File: src/shared/tad_regs.vh
// Constants for the trip annunciator display block
`ifndef TAD_REGS_VH
`define TAD_REGS_VH
// Avalon register byte offsets
`define TAD_REG_CTRL 8'h00
`define TAD_REG_STATUS 8'h04
`define TAD_REG_DISPLAY 8'h08
`define TAD_REG_CUR_A 8'h0c
`define TAD_REG_CUR_B 8'h10
`define TAD_REG_CUR_C 8'h14
`define TAD_REG_CUR_G 8'h18
// Control register bits
`define TAD_CTRL_GF_EN 0
`define TAD_CTRL_RESET_VAL 32'h00000000
// Status register fields
`define TAD_ST_SEL_LSB 0
`define TAD_ST_MODE_LSB 4
`define TAD_ST_CAUSE_LSB 8
`define TAD_ST_OVER_RANGE_CODE 12
// Trip cause encodings
`define TAD_CAUSE_NONE 3'h0
`define TAD_CAUSE_FAST 3'h1
`define TAD_CAUSE_SHORT 3'h2
`define TAD_CAUSE_LONG 3'h3
`define TAD_CAUSE_EARTH 3'h4
`define TAD_CAUSE_MAKING 3'h5
`define TAD_CAUSE_OVERRIDE 3'h6
// Test selection encodings
`define TAD_TEST_FULL_PHASE 3'h5
`define TAD_TEST_EARTH 3'h6
// Four-character codes, ASCII
`define TAD_TXT_FAST 32'h46535454
`define TAD_TXT_SHORT 32'h53445420
`define TAD_TXT_LONG 32'h4c445420
`define TAD_TXT_EARTH 32'h45415254
`define TAD_TXT_MAKING 32'h4d414b45
`define TAD_TXT_OVERRIDE 32'h4f565244
`define TAD_TXT_OVRANGE 32'h4f565247
`define TAD_TXT_PENDING 32'h4f4c5044
`define TAD_TXT_TEST 32'h54455354
`define TAD_TXT_PLUG 32'h504c5547
`define TAD_TXT_DATA_MEM 32'h444d454d
`define TAD_TXT_PROG_MEM 32'h504d454d
// Display modes
`define TAD_MODE_METER 2'h0
`define TAD_MODE_CAUSE 2'h1
`define TAD_MODE_CAPTURE 2'h2
// Self-test restart pulse width, cycles
`define TAD_SELFTEST_CYC 4'h4
`endif

File: src/verilog/tad_top.v
// Trip annunciator display: readout, pointer indicators, Avalon registers
`timescale 1ns/1ps
`include "tad_regs.vh"

module tad_top #(
  parameter CUR_W = 16
) (
  input wire core_clk,
  input wire reset,
  input wire [7:0] avs_address,
  input wire avs_read,
  input wire avs_write,
  input wire [31:0] avs_writedata,
  input wire [3:0] avs_byteenable,
  output reg [31:0] avs_readdata,
  output reg avs_waitrequest,
  output reg [1:0] avs_response,
  input wire step_button,
  input wire reset_button,
  input wire test_button,
  input wire [2:0] test_select,
  input wire trip_event,
  input wire [2:0] trip_cause,
  input wire over_range,
  input wire overload_pending,
  input wire plug_fault,
  input wire data_mem_fail,
  input wire prog_mem_fail,
  input wire [CUR_W-1:0] phase_a_current,
  input wire [CUR_W-1:0] phase_b_current,
  input wire [CUR_W-1:0] phase_c_current,
  input wire [CUR_W-1:0] ground_current,
  output reg [31:0] readout_text,
  output reg readout_numeric,
  output reg [CUR_W-1:0] readout_value,
  output reg [3:0] pointer_led,
  output reg [6:0] cause_led,
  output reg selftest_rerun
);

  // Button pins: three-stage synchronisers; a level counts once stages 2
  // and 3 agree, so a one-cycle glitch never turns into a press
  localparam NBTN = 3;
  localparam BTN_STEP = 0;
  localparam BTN_RST = 1;
  localparam BTN_TEST = 2;
  wire [NBTN-1:0] btn_pin;
  wire [NBTN-1:0] btn_press;
  wire [NBTN-1:0] btn_lvl;
  wire step_press;
  wire rst_press;
  wire test_held;

  assign btn_pin = {test_button, reset_button, step_button};
  assign step_press = btn_press[BTN_STEP];
  assign rst_press = btn_press[BTN_RST];
  assign test_held = btn_lvl[BTN_TEST];

  genvar g;
  generate
    for (g = 0; g < NBTN; g = g + 1)
    begin : g_btn
      reg [2:0] sync_q;
      reg lvl_q;
      wire agree = (sync_q[1] == sync_q[2]);
      // A press is the rising edge of the filtered level
      assign btn_press[g] = agree & sync_q[2] & ~lvl_q;
      assign btn_lvl[g] = lvl_q;
      always @(posedge core_clk or posedge reset)
      begin
        if (reset)
        begin
          sync_q <= 3'h0;
          lvl_q <= 1'b0;
        end
        else
        begin
          sync_q <= {sync_q[1:0], btn_pin[g]};
          if (agree)
            lvl_q <= sync_q[2];
        end
      end
    end
  endgenerate

  // Blank text for no cause keeps a stray code off the readout
  function [31:0] cause_text;
    input [2:0] c;
    begin
      case (c)
        `TAD_CAUSE_FAST: cause_text = `TAD_TXT_FAST;
        `TAD_CAUSE_SHORT: cause_text = `TAD_TXT_SHORT;
        `TAD_CAUSE_LONG: cause_text = `TAD_TXT_LONG;
        `TAD_CAUSE_EARTH: cause_text = `TAD_TXT_EARTH;
        `TAD_CAUSE_MAKING: cause_text = `TAD_TXT_MAKING;
        `TAD_CAUSE_OVERRIDE: cause_text = `TAD_TXT_OVERRIDE;
        default: cause_text = 32'h20202020;
      endcase
    end
  endfunction

  reg [31:0] ctrl_q;
  wire gf_en = ctrl_q[`TAD_CTRL_GF_EN];
  reg [1:0] mode_q;
  reg [1:0] sel_q;
  reg [2:0] cause_q;
  reg over_range_code_q;
  reg [CUR_W-1:0] cap_q [0:3];
  reg [CUR_W-1:0] live_q [0:3];
  reg [3:0] rerun_cnt_q;
  wire [1:0] last_sel = gf_en ? 2'h3 : 2'h2;
  wire sel_wrap = (sel_q >= last_sel);
  integer i;

  // Live samples run one cycle behind, so the capture is the pre-trip value
  always @(posedge core_clk or posedge reset)
  begin
    if (reset)
    begin
      for (i = 0; i < 4; i = i + 1)
        live_q[i] <= {CUR_W{1'b0}};
    end
    else
    begin
      live_q[0] <= phase_a_current;
      live_q[1] <= phase_b_current;
      live_q[2] <= phase_c_current;
      // Without the ground option the channel reads zero, never stale data
      if (gf_en)
        live_q[3] <= ground_current;
      else
        live_q[3] <= {CUR_W{1'b0}};
    end
  end

  always @(posedge core_clk or posedge reset)
  begin
    if (reset)
    begin
      mode_q <= `TAD_MODE_METER;
      sel_q <= 2'h0;
      cause_q <= `TAD_CAUSE_NONE;
      over_range_code_q <= 1'b0;
      rerun_cnt_q <= 4'h0;
      for (i = 0; i < 4; i = i + 1)
        cap_q[i] <= {CUR_W{1'b0}};
    end
    else
    begin
      if (rerun_cnt_q != 4'h0)
        rerun_cnt_q <= rerun_cnt_q - 4'h1;
      if (!gf_en && sel_q == 2'h3)
        sel_q <= 2'h0;
      // A new trip wins over a reset press in the same cycle
      // Trips are taken only in meter mode, so a record is never overwritten
      if (trip_event && mode_q == `TAD_MODE_METER)
      begin
        mode_q <= `TAD_MODE_CAUSE;
        cause_q <= trip_cause;
        over_range_code_q <= over_range;
        sel_q <= 2'h0;
        for (i = 0; i < 4; i = i + 1)
          cap_q[i] <= live_q[i];
      end
      else if (rst_press)
      begin
        mode_q <= `TAD_MODE_METER;
        cause_q <= `TAD_CAUSE_NONE;
        over_range_code_q <= 1'b0;
        sel_q <= 2'h0;
        rerun_cnt_q <= `TAD_SELFTEST_CYC;
      end
      else if (step_press)
      begin
        if (mode_q == `TAD_MODE_CAUSE)
          mode_q <= `TAD_MODE_CAPTURE;
        else
        begin
          if (sel_wrap)
            sel_q <= 2'h0;
          else
            sel_q <= sel_q + 2'h1;
        end
      end
    end
  end

  // Fault and test messages pre-empt everything else on the readout
  reg [31:0] txt_d;
  reg num_d;
  reg [CUR_W-1:0] val_d;
  wire test_ok = (test_select == `TAD_TEST_FULL_PHASE) ||
                 (test_select == `TAD_TEST_EARTH);

  always @*
  begin
    txt_d = 32'h20202020;
    num_d = 1'b0;
    val_d = {CUR_W{1'b0}};
    if (prog_mem_fail)
      txt_d = `TAD_TXT_PROG_MEM;
    else if (data_mem_fail)
      txt_d = `TAD_TXT_DATA_MEM;
    else if (plug_fault)
      txt_d = `TAD_TXT_PLUG;
    else if (test_held && test_ok)
      txt_d = `TAD_TXT_TEST;
    else if (mode_q == `TAD_MODE_CAUSE)
      txt_d = cause_text(cause_q);
    else if (mode_q == `TAD_MODE_CAPTURE)
    begin
      if (cause_q == `TAD_CAUSE_OVERRIDE && over_range_code_q)
        txt_d = `TAD_TXT_OVRANGE;
      else
      begin
        num_d = 1'b1;
        val_d = cap_q[sel_q];
      end
    end
    else if (overload_pending)
      txt_d = `TAD_TXT_PENDING;
    // Meter shows the live value of the pointed channel
    else
    begin
      num_d = 1'b1;
      val_d = live_q[sel_q];
    end
  end

  always @(posedge core_clk or posedge reset)
  begin
    if (reset)
    begin
      readout_text <= 32'h20202020;
      readout_numeric <= 1'b0;
      readout_value <= {CUR_W{1'b0}};
      pointer_led <= 4'h0;
      cause_led <= 7'h00;
      selftest_rerun <= 1'b0;
    end
    else
    begin
      readout_text <= txt_d;
      readout_numeric <= num_d;
      readout_value <= val_d;
      pointer_led <= 4'h1 << sel_q;
      // Trip lamps stay lit until a reset press, as long as power lasts
      if (mode_q == `TAD_MODE_METER)
        cause_led <= 7'h00;
      else
        cause_led <= 7'h01 << cause_q;
      // The pulse tells the memory checks to start over
      selftest_rerun <= (rerun_cnt_q != 4'h0);
    end
  end

  // Avalon slave: one wait cycle, then answer; unmapped reads zero, SLVERR
  // Only the ground option bit of ctrl is writable
  reg ack_q;
  wire req = (avs_read | avs_write) & ~ack_q;
  reg [31:0] rd_d;
  reg hit_d;

  always @*
  begin
    rd_d = 32'h00000000;
    hit_d = 1'b1;
    case (avs_address)
      `TAD_REG_CTRL: rd_d = ctrl_q;
      // Status packs selection, mode, cause and over-range for software
      `TAD_REG_STATUS: rd_d = {19'h0, over_range_code_q, 1'b0, cause_q, 2'h0,
                               mode_q, 2'h0, sel_q};
      `TAD_REG_DISPLAY: rd_d = readout_text;
      `TAD_REG_CUR_A: rd_d = {{(32-CUR_W){1'b0}}, cap_q[0]};
      `TAD_REG_CUR_B: rd_d = {{(32-CUR_W){1'b0}}, cap_q[1]};
      `TAD_REG_CUR_C: rd_d = {{(32-CUR_W){1'b0}}, cap_q[2]};
      `TAD_REG_CUR_G: rd_d = {{(32-CUR_W){1'b0}}, cap_q[3]};
      default: hit_d = 1'b0;
    endcase
  end

  always @(posedge core_clk or posedge reset)
  begin
    if (reset)
    begin
      ack_q <= 1'b0;
      avs_waitrequest <= 1'b1;
      avs_readdata <= 32'h00000000;
      avs_response <= 2'h0;
      ctrl_q <= `TAD_CTRL_RESET_VAL;
    end
    else
    begin
      ack_q <= req;
      avs_waitrequest <= ~req;
      if (req)
      begin
        if (avs_read)
          avs_readdata <= rd_d;
        else
          avs_readdata <= 32'h00000000;
        if (hit_d)
          avs_response <= 2'h0;
        else
          avs_response <= 2'h2;
      end
      // Writes land on the answer edge, where the master sees waitrequest low
      if (avs_write && !avs_waitrequest)
      begin
        case (avs_address)
          `TAD_REG_CTRL:
          begin
            if (avs_byteenable[0])
              ctrl_q[0] <= avs_writedata[0];
          end
          default:
            ctrl_q <= ctrl_q;
        endcase
      end
    end
  end

endmodule

File: config.mk
export PLATFORM = sky130hd
export DESIGN_NAME = tad_top
export DESIGN_NICKNAME = d
export VERILOG_FILES = /design/src/verilog/tad_top.v
export VERILOG_INCLUDE_DIRS = /design/src /design/src/shared
export SDC_FILE = /design/constraint.sdc
export NUM_CORES = 1
export LEC_CHECK = 0
export ABC_CLOCK_PERIOD_IN_PS = 8000
export BUFFER_PORTS_ARGS = -buffer_cell sky130_fd_sc_hd__buf_4
export CAP_MARGIN = 5
export CORE_UTILIZATION = 40
export DETAILED_ROUTE_END_ITERATION = 10
export PLACE_DENSITY = 0.74
export SYNTH_ARGS = -nofsm -noshare
export SYNTH_HDL_FRONTEND = slang
export SYNTH_SLANG_ARGS = --single-unit
File: constraint.sdc
create_clock -name core_clk -period 8 [get_ports core_clk]
set_input_delay 1.6 -clock core_clk [delete_from_list [all_inputs] [get_ports core_clk]]
set_output_delay 1.6 -clock core_clk [all_outputs]
set_load 0.01 [all_outputs]
==> impl_metrics.tcl, run 1 <==
set metrics [dict create \
    startpoint_type "input port" \
    critical_path.startpoint "avs_address[5]" \
    hold_viol 0 \
    drc 0 \
    power_frac_seq_pct 45.9 \
    cpMaxStageDelayCell "nand4_1" \
    synthesis.instances 850 \
    finClkSkew_ps 9.63 \
    port-buffer-count 181 \
    maxCapViolations 0 \
    cp_max_fo 17 \
    hp-class "register to register" \
    power_frac_comb_pct 23.4 \
    layout-drive-gt1-share_pct 28.7 \
    drv_slew 0 \
    crit_end "avs_readdata[10]$_DFFE_PP0P_" \
    cp.arrival_ps 3480 \
    worst_pin_slew_ps 1220 \
    rsz0062_at_grt "no" \
    powerDensity_mw_per_mm2 285 \
    top_layer_used "met4" \
    place_congestion 0.829 \
    cp.buffers_inverters 1 \
    wl_met1_mm 10.9 \
    p_clk_share_pct 30.7 \
    totalNegativeSetupSlack_ps 0 \
    sw_frac_of_total_pct 31.3 \
    wl_mm 25.8 \
    clock.fmax_ghz 0.325 \
    nFillCells 2219 \
    grt_pass1_wl_mm 41.1 \
    cp_cell_sequence "buf_4 > nor3_2 > nand4_1 > o221ai_1" \
    h-tree-depth 1 \
    fp-row-count 57 \
    fin_crit_ps 3080 \
    cts.sinks 234 \
    postRouteAntennaNets 0 \
    dr.first_iter.drc_count 510 \
    ios 223 \
    antenna_found_initial 1 \
    cts.repair.resized 0 \
    max_slew_margin_pct 18.6 \
    core_area_sq_mm 0.0244 \
    die_y_um 160 \
    status "finished, final reports clean" \
    numCtsBuffers 25 \
    fin_cells 1343 \
    critPathMaxStageDelay_ps 860 \
    hpwl_mm 17.5 \
    reg2reg_depth 7 \
    grt_max_degree 155 \
    path_class "input port to register" \
    grt_overflow 0 \
    critPathTopFamily "simple AND/OR/NAND/NOR gates" \
    avgSynthCellArea_sq_um 11.7 \
    cts_tree "built" \
    dp.cells 1299 \
    wl_met3_mm 2.01 \
    nNetsFinal 1137 \
    clk_latency_ps 510 \
    finalCritPeriodShare_pct 38.5 \
    cts_hold_buf 0 \
    routed-via-count 7055 \
    routedWlPerCell_um 19.2 \
    critPathCaptureType "register" \
    grt_pass1_vias 7209 \
    regToRegStartpoint "sel_q[0]$_DFF_PP0_" \
    die_area_sq_mm 0.0256 \
    async_reset_ff_share_pct 100 \
    yosys_warnings 0 \
    required_ps 8400 \
    cts_root_buffer "clkbuf_16" \
    critical_path_depth 4 \
    die_w_um 160 \
    power.switching_mw 1.09 \
    synth-seq-area-share_pct 58.7 \
    p_leak_nw 5.83 \
    finalSetupViolCount 0 \
    layout_setup_ws_ps 4920 \
    yosys_register_bits 234 \
    irDropWorstVdd_mv 0.185 \
    avgViaCountPerCell 5.25 \
    post_cts_buffers 0 \
    synth.distinct_cells 65 \
    netlist_area_sq_mm 0.00998 \
    grtUsageTotal_pct 20.8 \
    yosys_most_used_dff "dfrtp_1" \
    synth-edff-count 0 \
    regToRegSetupSlack_ps 5510 \
    initial_core_util_pct 40.9 \
    r2r-end "sel_q[0]$_DFF_PP0_" \
    wl_met2_mm 12.3 \
    clk_pin_slew_ps 60 \
    area_delta_synth_final_pct 22.0 \
    dpl_worst_slack_ps 4390 \
    clockBufferDepth 3 \
    drt_pass1_iterations 5 \
    intPower_mw 2.38 \
]
synth_stat cells (all sizes together) (2+ instances only):
master   count  share of area (%)
nand4        4               0.40
nand4b       2               0.33
o21bai       4               0.30
mux2        14                1.6
o221ai       8               0.70
ha           8                1.0
a21o         2               0.15
nor4b        2               0.24
nand2      215                8.1
or2          2               0.13
nand2b      13               0.82
xnor2        2               0.18
clkbuf      14               0.53
a22o        15                1.3
a31oi        3               0.19
mux4        32                7.2
nand3       10               0.55
o21ai       19               0.95
mux2i       15                1.5
inv          9               0.34
nor3         8               0.56
and2        23                1.5
and3         2               0.13
a2bb2oi      2               0.18
o41ai        2               0.18
dfstp        3               0.79
a21oi       21                1.1
dfrtp      231                 58
xor2         3               0.26
nor3b        2               0.15
a22oi       17                1.3
a211oi       2               0.15
nor2        43                1.7
a32o         7               0.70
buf         57                3.8
a222oi       6               0.60
a221oi       3               0.26
nor2b       12               0.90
layer usage:
layer | vias up | global-route usage (%)
met1 | 3503 | 28.4
met4 | 0 | 5.89
met3 | 46 | 4.73
li1 | 3223 | -
met5 | - | 0
met2 | 283 | 33.2
worst min-delay path by stage:
stage                                      start                            to  slack, ps  cells after the start
floorplan           g_btn[0].sync_q[0]$_DFF_PP0_  g_btn[0].sync_q[1]$_DFF_PP0_        330                      0
global placement    g_btn[2].sync_q[0]$_DFF_PP0_  g_btn[2].sync_q[1]$_DFF_PP0_        340                      0
detailed placement  g_btn[1].sync_q[0]$_DFF_PP0_  g_btn[1].sync_q[1]$_DFF_PP0_        330                      0
CTS                 g_btn[1].sync_q[0]$_DFF_PP0_  g_btn[1].sync_q[1]$_DFF_PP0_        350                      0
global route        g_btn[2].sync_q[0]$_DFF_PP0_  g_btn[2].sync_q[1]$_DFF_PP0_        370                      0
finish              g_btn[1].sync_q[0]$_DFF_PP0_  g_btn[1].sync_q[1]$_DFF_PP0_        350                      0
cell type report:
cell class / count / area (sq um) / share of cell area, %
clock buffer: 37 / 691 / 5.67
antenna: 1 / 2.50 / 0.0206
clock inverter: 6 / 55.1 / 0.452
tap: 324 / 405 / 3.33
inverter: 9 / 37.5 / 0.308
sequential: 234 / 5860 / 48.2
timing repair buffer: 190 / 1440 / 11.8
multi-input combinational: 542 / 3680 / 30.2
worst register-to-register path: stages (launching register included):
cell,delay [ps]
dfrtp_2,650
buf_4,510
inv_1,210
ha_1,310
nand2b_1,140
a211oi_1,300
mux2i_1,130
nor2_1,150
power groups by stage:
stage / sequential [mW] / clock [mW] / combinational [mW]
after floorplan: 1.51 / 0 / 0.666
after global placement: 1.60 / 0 / 0.794
after detailed placement: 1.61 / 0 / 0.812
after CTS: 1.59 / 1.09 / 0.820
after global routing: 1.62 / 1.14 / 0.902
final: 1.59 / 1.07 / 0.812
per-stage QoR:
stage          util, %  hold WS, ps  total power, mW  area [sq um]
6_report          49.9          347             3.47         12200
3_3_place_gp      46.8          336             2.40         11400
3_5_place_dp      46.8          335             2.42         11400
5_1_grt           49.9          371             3.67         12200
4_1_cts           49.9          348             3.50         12200
2_1_floorplan        -          331             2.17         10000
cell families after synthesis:
family / count (synthesis) / synth area share [%]
AND/OR/NAND/NOR: 342 / 15.8
flip-flops: 234 / 58.7
AO/OA/AOI/OAI: 118 / 8.84
buffers and inverters: 80 / 4.70
multiplexers: 61 / 10.3
adder cells (fa/ha/maj): 9 / 1.10
XOR/XNOR: 5 / 0.439
other: 1 / 0.0376
sequential cells by signal, indices dropped and copies added, names as in the netlist:
name and cells:
ack_q 1, readout_value 16, over_range_code_q 1, pointer_led 4, readout_text 22, sel_q 2
avs_waitrequest 1, g_btn.lvl_q 3, rerun_cnt_q 4, readout_numeric 1, ctrl_q 1, g_btn.sync_q 9
selftest_rerun 1, live_q 64, cause_q 3, cause_led 7, mode_q 2, avs_response 1
avs_readdata 27, cap_q 64
placed cells by master (no fill, tap or decap), types with 5 or more instances in the layout:
master / count
dfrtp_1: 230
nand2_1: 214
buf_4: 189
nor2_1: 40
mux4_2: 32
clkbuf_16: 25
a21oi_1: 21
and2_1: 21
a22oi_1: 17
o21ai_0: 16
a22o_1: 15
mux2i_1: 15
mux2_2: 14
nand2b_1: 13
nor2b_1: 10
clkbuf_1: 10
nand3_1: 9
inv_1: 8
o221ai_1: 8
ha_1: 8
a32o_1: 7
conb_1: 7
nor3_1: 6
a222oi_1: 6
clkinv_2: 5
(Power assumes the default switching activity.)
==> inputs of run 2 (changes only) <==
Settings changed: ABC_CLOCK_PERIOD_IN_PS 8000 to 2570.
Clock period 8 ns to 2.57 ns, I/O delays scaled along.
==> run 2 against run 1 <==
Register-to-register slack got worse by 4800 ps; die area unchanged; highest routed layer is now met5; first-iteration DRC count decreased by 10%.
==> impl_metrics.tcl, run 2 (synthesis results as in run 1) <==
set metrics [dict create \
    dp.cells 1317 \
    rsz0062_at_grt "no" \
    p_leak_nw 5.96 \
    clk_pin_slew_ps 60 \
    path_class "register to register" \
    hpwl_mm 18.5 \
    drv_slew 0 \
    power_frac_seq_pct 44.1 \
    grt_pass1_vias 7187 \
    cp_max_fo 10 \
    area_delta_synth_final_pct 24.3 \
    avgViaCountPerCell 5.22 \
    antenna_cells 0 \
    irDropWorstVdd_mv 0.500 \
    grt_max_degree 63 \
    cts.sinks 234 \
    initial_core_util_pct 40.9 \
    routed-via-count 7108 \
    intPower_mw 7.56 \
    grt_overflow 0 \
    finClkSkew_ps 12.3 \
    totalPowerFinal_mw 11.0 \
    postRouteAntennaNets 0 \
    fp-row-count 57 \
    antenna_found_initial 1 \
    place_congestion 0.849 \
    mostFrequentLayoutCell "dfrtp_1" \
    dpl_worst_slack_ps 515 \
    critPathCaptureType "register" \
    cp.arrival_ps 2320 \
    die_y_um 160 \
    fin_cells 1362 \
    hp-class "input port to register" \
    drc 0 \
    die_area_sq_mm 0.0256 \
    maxCapViolations 0 \
    largestRegisters "cap_q: 64 flops, live_q: 64 flops, avs_readdata: 27 flops" \
    startpoint_type "register" \
    routedWlPerCell_um 18.9 \
    ios 223 \
    grt_pass1_wl_mm 40.4 \
    layout_setup_ws_ps 673 \
    required_ps 3000 \
    numCtsBuffers 25 \
    power_frac_comb_pct 24.9 \
    fin_area_sq_mm 0.0124 \
    max_slew_margin_pct 57.1 \
    cts.repair.resized 0 \
    cts_root_buffer "clkbuf_16" \
    clockBufferDepth 3 \
    finalCritPeriodShare_pct 73.8 \
    wl_mm 25.7 \
    h-tree-depth 1 \
    totalNegativeSetupSlack_ps 0 \
    sw_frac_of_total_pct 31.3 \
    finalSetupViolCount 0 \
    power.switching_mw 3.44 \
    port-buffer-count 181 \
    clk_latency_ps 510 \
    fin_crit_ps 1900 \
    core_area_sq_mm 0.0244 \
    p_clk_share_pct 31.0 \
    layout-drive-gt1-share_pct 30.4 \
    clock.fmax_ghz 0.527 \
    dr.first_iter.drc_count 459 \
    holdWs_ps 105 \
    grtUsageTotal_pct 20.4 \
    worst_pin_slew_ps 643 \
    powerDensity_mw_per_mm2 887 \
    drt_pass1_iterations 6 \
    dpl_cell_area_sq_mm 0.0116 \
    die_w_um 160 \
    mostFrequentLayoutCells "dfrtp_1 (230), nand2_1 (214), buf_4 (203), nor2_1 (40), mux4_2 (32)" \
    final_util_pct 50.9 \
    hold_viol 0 \
    cts_tree "built" \
    status "finished, final reports clean" \
    nNetsFinal 1156 \
]
-- run 2: final timing paths --
| kind | startpoint | to | slack, ps | cells after the start |
|---|---|---|---|---|
| min reg2reg | g_btn[2].sync_q[0]$_DFF_PP0_ | g_btn[2].sync_q[1]$_DFF_PP0_ | 350 | 0 |
| max in group asynchronous | reset | avs_readdata[18]$_DFFE_PP0P_ | 1130 | 5 |
| min in group asynchronous | reset | readout_value[2]$_DFF_PP0_ | 560 | 3 |
| min | phase_c_current[0] | live_q[16]$_DFF_PP0_ | 110 | 1 |
| max reg2reg | mode_q[1]$_DFFE_PP0P_ | readout_value[2]$_DFF_PP0_ | 670 | 5 |
| max | mode_q[1]$_DFFE_PP0P_ | readout_value[2]$_DFF_PP0_ | 670 | 5 |
-- run 2: timing repair --
item,in CTS,in global routing
hold buffers,1,0
buffers inserted,0,0
endpoints found under the hold margin,6,0
-- run 2: layout make-up --
class / instances / area, sq um
fill: 2198 / 12000
sequential: 234 / 5860
multi-input combinational: 542 / 3680
timing repair buffer: 209 / 1630
clock buffer: 38 / 754
tap: 324 / 405
inverter: 9 / 37.5
clock inverter: 6 / 32.5
-- run 2: power groups by stage --
stage / clock [mW] / combinational [mW] / sequential, mW
4_1_cts: 3.48 / 2.75 / 4.85
6_report: 3.41 / 2.74 / 4.86
3_5_place_dp: 0 / 2.73 / 4.92
5_1_grt: 3.62 / 3.02 / 4.93
3_3_place_gp: 0 / 2.67 / 4.89
2_1_floorplan: 0 / 2.07 / 4.69
-- run 2: metal layers --
layer | part of all wire [%] | routed length (um) | vias up | global-route usage [%]
met4 | 2.7 | 694 | 2 | 6.15
met2 | 48 | 12300 | 278 | 33.0
met3 | 7.6 | 1950 | 53 | 4.60
met1 | 42 | 10700 | 3524 | 27.4
li1 | - | - | 3251 | -
met5 | 0.035 | 9 | - | 0
-- run 2: worst max-delay path, stage by stage (launching register included) --
cell and delay, ps:
dfrtp_1 510, nor2b_4 210, nor2_2 510, buf_4 320, a22oi_1 90, nor2_1 160
